===== src/design/e1_irq_map.svh =====
// register map, field positions, reset values of the receive alarm irq block
// assumes a 32-bit ahb-lite window, registers one word each
`ifndef E1_IRQ_MAP_SVH
`define E1_IRQ_MAP_SVH

`define OFS_IRQ_ENABLE   8'h00
`define OFS_IRQ_STATUS   8'h04
`define OFS_IRQ_MASK     8'h08
`define OFS_FRAMING_CTRL 8'h0c
`define OFS_ALARM_STATE  8'h10

`define BIT_YEL_CHANGE   0
`define BIT_AIS_CHANGE   1
`define BIT_MFA_CHANGE   7
`define BIT_CAS_ENABLE   0
`define BIT_THR_LO       5
`define BIT_THR_HI       6
`define BIT_ST_YEL       0
`define BIT_ST_AIS       1
`define BIT_ST_MFA_LOSS  2

`define STATUS_USED      8'h83
`define RST_IRQ_ENABLE   2'h0
`define RST_IRQ_MASK     1'h0
`define RST_THRESHOLD    2'h0
`define RST_CAS_ENABLE   1'h0
`define RST_STATUS       8'h00

`endif


===== src/design/e1_irq_pkg.sv =====
// types shared by the receive alarm irq block
// assumes nothing beyond the map header
package e1_irq_pkg;
	typedef logic [31:0] word_t;
	typedef logic [7:0]  byte_t;
	typedef logic [1:0]  thr_t;
	typedef logic [2:0]  mfa_cnt_t;
	typedef enum logic [2:0]
	{
		SEL_NONE   = 3'b000,
		SEL_ENABLE = 3'b001,
		SEL_STATUS = 3'b010,
		SEL_MASK   = 3'b011,
		SEL_FCR    = 3'b100,
		SEL_STATE  = 3'b101
	} reg_sel_t;
endpackage : e1_irq_pkg


===== src/design/mfa_if.sv =====
// link between the irq core and the multiframe alignment loss monitor
// assumes both ends share sys_clk
`timescale 1ns/10ps
interface mfa_if;
	logic                 mfa_stb;
	logic                 mfa_err;
	e1_irq_pkg::thr_t     threshold;
	logic                 loss;
	modport mon  (input mfa_stb, input mfa_err, input threshold, output loss);
	modport core (output mfa_stb, output mfa_err, output threshold,
		input loss);
endinterface : mfa_if


===== src/design/cas_mfa_loss.sv =====
// counts consecutive errored cas multiframe alignment signals
// assumes one strobe per received alignment signal, synchronous inputs
`timescale 1ns/10ps
`include "e1_irq_map.svh"
module cas_mfa_loss
(
	// clock and reset
	input  wire logic       sys_clk,
	input  wire logic       rst,
	// monitor side of the link
	mfa_if.mon              m
);
	import e1_irq_pkg::*;

	mfa_cnt_t cnt_q;
	mfa_cnt_t cnt_d;
	logic     loss_q;
	logic     loss_d;
	mfa_cnt_t limit;

	// threshold field n means n+1 consecutive errors
	assign limit = mfa_cnt_t'(m.threshold) + 3'h1;

	always_comb
	begin
		cnt_d  = cnt_q;
		loss_d = loss_q;
		if (m.mfa_stb)
		begin
			if (m.mfa_err)
			begin
				if (cnt_q < limit)
					cnt_d = cnt_q + 3'h1;
				if (cnt_q + 3'h1 >= limit)
					loss_d = 1'b1;
			end
			else
			begin
				cnt_d  = 3'h0;
				loss_d = 1'b0;
			end
		end
	end

	always_ff @(posedge sys_clk or posedge rst)
	begin
		if (rst)
		begin
			cnt_q  <= 3'h0;
			loss_q <= 1'b0;
		end
		else
		begin
			cnt_q  <= cnt_d;
			loss_q <= loss_d;
		end
	end

	assign m.loss = loss_q;
endmodule : cas_mfa_loss


===== src/design/e1_rx_alarm_irq_logic.sv =====
// interrupt enable and status logic of the receive e1 framer, one channel
// assumes an ahb-lite master, synchronous framer event inputs
//
// How it works
// ais change interrupts gated by enable bit 1
// yellow change interrupts gated by enable bit 0
// alignment loss change sets status bit 7
// status bit reads set, clears on read
// loss after threshold consecutive errored alignment signals
// threshold from framing control bits 6 to 5
// alignment changes reported only with cas enabled
// yellow by two equal a bits, non-fas
// irq high while enabled status bit set
//
// The implementer's own choices: the address map and the AHB-Lite interface to the registers.
`timescale 1ns/10ps
`include "e1_irq_map.svh"
module e1_rx_alarm_irq_logic
(
	// clock and reset
	input  wire logic               sys_clk,
	input  wire logic               rst,
	// ahb-lite slave
	input  wire logic               hsel,
	input  wire e1_irq_pkg::word_t  haddr,
	input  wire logic [1:0]         htrans,
	input  wire logic               hwrite,
	input  wire logic [2:0]         hsize,
	input  wire e1_irq_pkg::word_t  hwdata,
	input  wire logic               hready,
	output e1_irq_pkg::word_t       hrdata,
	output logic                    hreadyout,
	output logic                    hresp,
	// framer receive events
	input  wire logic               ais_state,
	input  wire logic               nfas_stb,
	input  wire logic               nfas_a_bit,
	input  wire logic               mfa_stb,
	input  wire logic               mfa_err,
	// interrupt
	output logic                    irq
);
	import e1_irq_pkg::*;

	function automatic reg_sel_t decode_addr(input byte_t a);
		unique case (a)
			`OFS_IRQ_ENABLE:   decode_addr = SEL_ENABLE;
			`OFS_IRQ_STATUS:   decode_addr = SEL_STATUS;
			`OFS_IRQ_MASK:     decode_addr = SEL_MASK;
			`OFS_FRAMING_CTRL: decode_addr = SEL_FCR;
			`OFS_ALARM_STATE:  decode_addr = SEL_STATE;
			default:           decode_addr = SEL_NONE;
		endcase
	endfunction : decode_addr

	// bus state
	logic     wr_pend_q;
	logic     wr_pend_d;
	reg_sel_t wr_sel_q;
	reg_sel_t wr_sel_d;
	word_t    rdata_q;
	word_t    rdata_d;
	// software registers
	logic [1:0] en_q;
	logic [1:0] en_d;
	logic       mask_q;
	logic       mask_d;
	thr_t       thr_q;
	thr_t       thr_d;
	logic       cas_en_q;
	logic       cas_en_d;
	byte_t      status_q;
	byte_t      status_d;
	// alarm tracking
	logic       ais_q;
	logic       ais_d;
	logic       yel_q;
	logic       yel_d;
	logic       prev_a_q;
	logic       prev_a_d;
	logic       a_seen_q;
	logic       a_seen_d;
	logic       loss_prev_q;
	logic       loss_prev_d;
	// combinational helpers
	logic       addr_ok;
	reg_sel_t   addr_sel;
	byte_t      set_vec;
	byte_t      clr_vec;
	byte_t      irq_en;
	logic       cas_chg;

	mfa_if mfa ();

	assign mfa.mfa_stb   = mfa_stb;
	assign mfa.mfa_err   = mfa_err;
	assign mfa.threshold = thr_q;

	cas_mfa_loss u_mfa_loss
	(
		.sys_clk (sys_clk),
		.rst     (rst),
		.m       (mfa.mon)
	);

	assign addr_ok  = hsel && hready && htrans[1];
	assign addr_sel = decode_addr(haddr[7:0]);

	// yellow alarm on two consecutive equal a bits
	always_comb
	begin
		yel_d    = yel_q;
		prev_a_d = prev_a_q;
		a_seen_d = a_seen_q;
		if (nfas_stb)
		begin
			prev_a_d = nfas_a_bit;
			a_seen_d = 1'b1;
			if (a_seen_q && (prev_a_q == nfas_a_bit))
				yel_d = nfas_a_bit;
		end
	end

	// change events, status and interrupt
	always_comb
	begin
		ais_d       = ais_state;
		loss_prev_d = mfa.loss;
		cas_chg     = (mfa.loss != loss_prev_q) && cas_en_q;
		set_vec     = 8'h00;
		set_vec[`BIT_AIS_CHANGE] = ais_state != ais_q;
		set_vec[`BIT_YEL_CHANGE] = yel_d != yel_q;
		set_vec[`BIT_MFA_CHANGE] = cas_chg;
		clr_vec = 8'h00;
		if (addr_ok && !hwrite && (addr_sel == SEL_STATUS))
			clr_vec = status_q;
		if (wr_pend_q && (wr_sel_q == SEL_STATUS))
			clr_vec = clr_vec | hwdata[7:0];
		// a new event wins over a clear in the same cycle
		status_d = ((status_q & ~clr_vec) | set_vec) & `STATUS_USED;
		irq_en   = 8'h00;
		irq_en[`BIT_MFA_CHANGE] = mask_q;
		irq_en[`BIT_AIS_CHANGE] = en_q[1];
		irq_en[`BIT_YEL_CHANGE] = en_q[0];
	end

	assign irq = |(status_q & irq_en);

	// bus: read data captured in the address phase, writes in data phase
	always_comb
	begin
		wr_pend_d = addr_ok && hwrite;
		wr_sel_d  = addr_ok ? addr_sel : SEL_NONE;
		rdata_d   = rdata_q;
		en_d      = en_q;
		mask_d    = mask_q;
		thr_d     = thr_q;
		cas_en_d  = cas_en_q;
		if (addr_ok && !hwrite)
		begin
			rdata_d = 32'h0000_0000;
			unique case (addr_sel)
				SEL_ENABLE: rdata_d[1:0] = en_q;
				SEL_STATUS: rdata_d[7:0] = status_q;
				SEL_MASK:   rdata_d[`BIT_MFA_CHANGE] = mask_q;
				SEL_FCR:
				begin
					rdata_d[`BIT_THR_HI:`BIT_THR_LO] = thr_q;
					rdata_d[`BIT_CAS_ENABLE] = cas_en_q;
				end
				SEL_STATE:
				begin
					rdata_d[`BIT_ST_YEL]      = yel_q;
					rdata_d[`BIT_ST_AIS]      = ais_q;
					rdata_d[`BIT_ST_MFA_LOSS] = mfa.loss;
				end
				SEL_NONE:   rdata_d = 32'h0000_0000;
			endcase
		end
		if (wr_pend_q)
		begin
			unique case (wr_sel_q)
				SEL_ENABLE: en_d   = hwdata[1:0];
				SEL_MASK:   mask_d = hwdata[`BIT_MFA_CHANGE];
				SEL_FCR:
				begin
					thr_d    = hwdata[`BIT_THR_HI:`BIT_THR_LO];
					cas_en_d = hwdata[`BIT_CAS_ENABLE];
				end
				SEL_STATUS, SEL_STATE, SEL_NONE: ;
			endcase
		end
	end

	assign hrdata    = rdata_q;
	assign hreadyout = 1'b1;
	assign hresp     = 1'b0;

	always_ff @(posedge sys_clk or posedge rst)
	begin
		if (rst)
		begin
			wr_pend_q   <= 1'b0;
			wr_sel_q    <= SEL_NONE;
			rdata_q     <= 32'h0000_0000;
			en_q        <= `RST_IRQ_ENABLE;
			mask_q      <= `RST_IRQ_MASK;
			thr_q       <= `RST_THRESHOLD;
			cas_en_q    <= `RST_CAS_ENABLE;
			status_q    <= `RST_STATUS;
			ais_q       <= 1'b0;
			yel_q       <= 1'b0;
			prev_a_q    <= 1'b0;
			a_seen_q    <= 1'b0;
			loss_prev_q <= 1'b0;
		end
		else
		begin
			wr_pend_q   <= wr_pend_d;
			wr_sel_q    <= wr_sel_d;
			rdata_q     <= rdata_d;
			en_q        <= en_d;
			mask_q      <= mask_d;
			thr_q       <= thr_d;
			cas_en_q    <= cas_en_d;
			status_q    <= status_d;
			ais_q       <= ais_d;
			yel_q       <= yel_d;
			prev_a_q    <= prev_a_d;
			a_seen_q    <= a_seen_d;
			loss_prev_q <= loss_prev_d;
		end
	end
endmodule : e1_rx_alarm_irq_logic


===== config.mk =====
export PLATFORM = sky130hd
export DESIGN_NAME = e1_rx_alarm_irq_logic
export DESIGN_NICKNAME = d
export VERILOG_FILES = /design/src/design/e1_irq_pkg.sv /design/src/design/mfa_if.sv /design/src/design/cas_mfa_loss.sv /design/src/design/e1_rx_alarm_irq_logic.sv
export VERILOG_INCLUDE_DIRS = /design/src /design/src/design
export SDC_FILE = /design/constraint.sdc
export NUM_CORES = 1
export LEC_CHECK = 0
export BUFFER_PORTS_ARGS = -buffer_cell sky130_fd_sc_hd__buf_2
export CAP_MARGIN = 25
export CORE_MARGIN = 5
export CORE_UTILIZATION = 35
export DETAILED_ROUTE_END_ITERATION = 10
export GPL_ROUTABILITY_DRIVEN = 0
export PLACE_DENSITY = 0.69
export SLEW_MARGIN = 25
export SYNTH_ARGS = -nofsm -noshare
export SYNTH_HDL_FRONTEND = slang
export SYNTH_SLANG_ARGS = --single-unit
export TNS_END_PERCENT = 5

===== constraint.sdc =====
create_clock -name sys_clk -period 3.9 [get_ports sys_clk]
set_clock_uncertainty 0.05 [all_clocks]
set_input_delay 0.195 -clock sys_clk [delete_from_list [all_inputs] [get_ports sys_clk]]
set_output_delay 0.195 -clock sys_clk [all_outputs]
set_load 0.05 [all_outputs]

==> impl_metrics.json <==
{
  "p_clk_share_pct": 25.7,
  "antenna_found_initial": 0,
  "powerDensity_nw_per_um2": 387,
  "cts_tree": "done",
  "slew_violations": 0,
  "tightestPinTransition_ns": 0.580,
  "peakVddDrop_mv": 0.192,
  "start_util_pct": 35.8,
  "die_x_um": 79.1,
  "swShare_pct": 34.9,
  "die_h_um": 79.1,
  "syn2layout_area_growth_pct": 10.1,
  "clkLatencyLatePin_ns": 0.28,
  "hold_viol_final": 0,
  "drtPass1Iterations": 4,
  "dp_hpwl_um": 2470,
  "syn_inst": 166,
  "crit_chain": "ha_1, inv_1, ha_1, nand2_1, o21ai_1, o211ai_1, o31ai_1",
  "cts_sinks": 28,
  "power_switching_w": 0.000248,
  "timing_worst_setup_path_type": "reg2reg",
  "drive_gt1_share_pct": 23.9,
  "fin_nets": 285,
  "ctsLongestPathBuffers": 2,
  "leakagePower_nw": 0.923,
  "ant_nets": 0,
  "path_max_fanout": 6,
  "design.core.area_um2": 4660,
  "synth_top_area_share_pct": 42.0,
  "grt_usage_pct": 10.2,
  "finalCritPeriodShare_pct": 46.0,
  "synth.area.top_cells": "dfrtp_1 42%, buf_4 13%, ha_1 6.0%",
  "via_per_inst": 4.65,
  "grt_pass1_wl_um": 5030,
  "combinationalPowerShare_pct": 26.7,
  "ioPinCount": 114,
  "ys_seq_elements": 28,
  "worst_hold_slack_ns": 0.0597,
  "cts-root-buf": "clkbuf_8",
  "grt_max_degree": 29,
  "synth_cell_types": 44,
  "vias": 1166,
  "grt_pass1_vias": 1120,
  "n_antenna_cell": 0,
  "status": "completed",
  "rows": 25,
  "cp_num_buf_inv": 1,
  "max_cap_violations": 0,
  "slowest_delay_ns": 0.41,
  "p_int_w": 0.000463,
  "final_cells": 251,
  "critPathSlowestCell": "dfrtp_1",
  "htreeDepth": 1,
  "yosys.area.top_type": "dfrtp_1",
  "pwr-share-seq_pct": 47.6,
  "port_buffers": 30,
  "async_reset_ff_share_pct": 100,
  "synth_area_per_cell_um2": 10.1,
  "place_inst": 245,
  "dieArea_um2": 6250,
  "arrival_ns": 1.94,
  "max_freq_ghz": 0.557,
  "crit_path_start_kind": "flop",
  "drt-initial-drc-count": 43,
  "power_w": 0.000711,
  "cp.required_ns": 4.05,
  "cp_common_cell": "ha_1",
  "drc": 0,
  "rsz0062_at_grt": "false",
  "hp-class": "in2reg",
  "fin_setup_tns_ns": 0,
  "cp-end-kind": "flop",
  "drt-total-wl_um": 3110,
  "nFillCells": 470,
  "yosysWarnings": 0,
  "cts_setup_buffers": 0,
  "synth_common_cells": "28 x buf_4, 28 x dfrtp_1, 17 x nand2_1",
  "slew_headroom_pct": 61.3,
  "clk_pin_slew_worst_paths_ns": 0.09,
  "critical_path.top_delay_family": "compound AO/OA/AOI/OAI gates",
  "routedWlPerCell_um": 12.4,
  "cts-buffers-inserted": 3,
  "ys.flop_type": "dfrtp_1",
  "synth.cell_area_um2": 1670,
  "overflow": 0,
  "synth_edf_count": 0,
  "setup_violations": 0,
  "fin_crit_ns": 1.79,
  "synth-seq-area-share_pct": 42.0
}
[worst min-delay path, stage by stage]
cell and delay, ns:
buf_2 0.07, nand2_1 0.03, o21ai_0 0.05
[stage by stage]
step	util (%)	instance area [um^2]	setup slack, ns
detailed placement	37.8	1760	2.08
finish	39.4	1840	2.11
global route	39.4	1840	1.97
CTS	39.4	1840	2.10
floorplan	-	1770	2.29
global placement	37.8	1760	2.10
[layout by cell type (no fill, tap or decap), drive strengths merged, types with 3 or more instances in the layout]
cell,n
mux2,6
nor2,10
o21ai,9
ha,8
conb,28
a21oi,4
buf,30
a22o,3
clkbuf,4
nand2,17
dfrtp,28
inv,7
[worst paths after layout]
kind	start	to	slack [ns]	cells past startpoint
max	mfa.threshold[1]$_DFFE_PP0P_	u_mfa_loss.cnt_q[2]$_DFFE_PP0P_	2.11	7
min	hwdata[5]	mfa.threshold[0]$_DFFE_PP0P_	0.06	3
max reg2reg	mfa.threshold[1]$_DFFE_PP0P_	u_mfa_loss.cnt_q[2]$_DFFE_PP0P_	2.11	7
min reg2reg	u_mfa_loss.m.loss$_DFFE_PP0P_	loss_prev_q$_DFF_PP0_	0.44	0
max in group asynchronous	rst	status_q[7]$_DFF_PP0_	2.96	3
min in group asynchronous	rst	u_mfa_loss.cnt_q[1]$_DFFE_PP0P_	0.46	3
[power by group through the flow]
stage	clock network [W]	logic (W)	registers, W
floorplan	0	0.000176	0.000339
finish	0.000183	0.000190	0.000339
CTS	0.000189	0.000192	0.000339
detailed placement	0	0.000190	0.000344
global placement	0	0.000185	0.000343
global route	0.000205	0.000214	0.000343
[routing by layer]
| metal | routed length [um] | track usage, % | share of wire, % |
|---|---|---|---|
| met1 | 1420 | 13.2 | 46 |
| met2 | 1400 | 16.2 | 45 |
| met3 | 271 | 3.74 | 8.7 |
| met4 | 21 | 2.06 | 0.67 |
| met5 | 0 | 0 | 0 |
[flip-flops by register name, summed over array words and instances, names as in the netlist, 2 cells and up]
name	count
en_q	2
hrdata	6
mfa.threshold	2
status_q	3
u_mfa_loss.cnt_q	3
wr_sel_q	3
[kinds of logic (layout without fill, tap and decap cells)]
logic type      after synthesis  count (layout)  synth area share [%]
buf+inv                      38              43                  14.8
other cells                   2              28                 0.450
fa+ha+maj                     8               8                  6.00
simple gates                 49              49                  17.5
compound gates               29              29                  11.9
xor+xnor                      4               4                  2.10
mux                           8               8                  5.25
flops                        28              28                  42.0
[layout make-up]
class	instances	area (um^2)	area share, %
multi-input combinational	126	818	44.5
sequential	28	701	38.1
timing repair buffer	32	170	9.26
tap	54	67.6	3.68
clock buffer	4	55.1	3.00
inverter	7	26.3	1.43
[repair_timing]
action | 4_1_cts | 5_1_grt
hold buffers | 2 | 0
resized for setup | 0 | 0
hold endpoints to repair | 29 | 0
(Power assumes the default switching activity.)
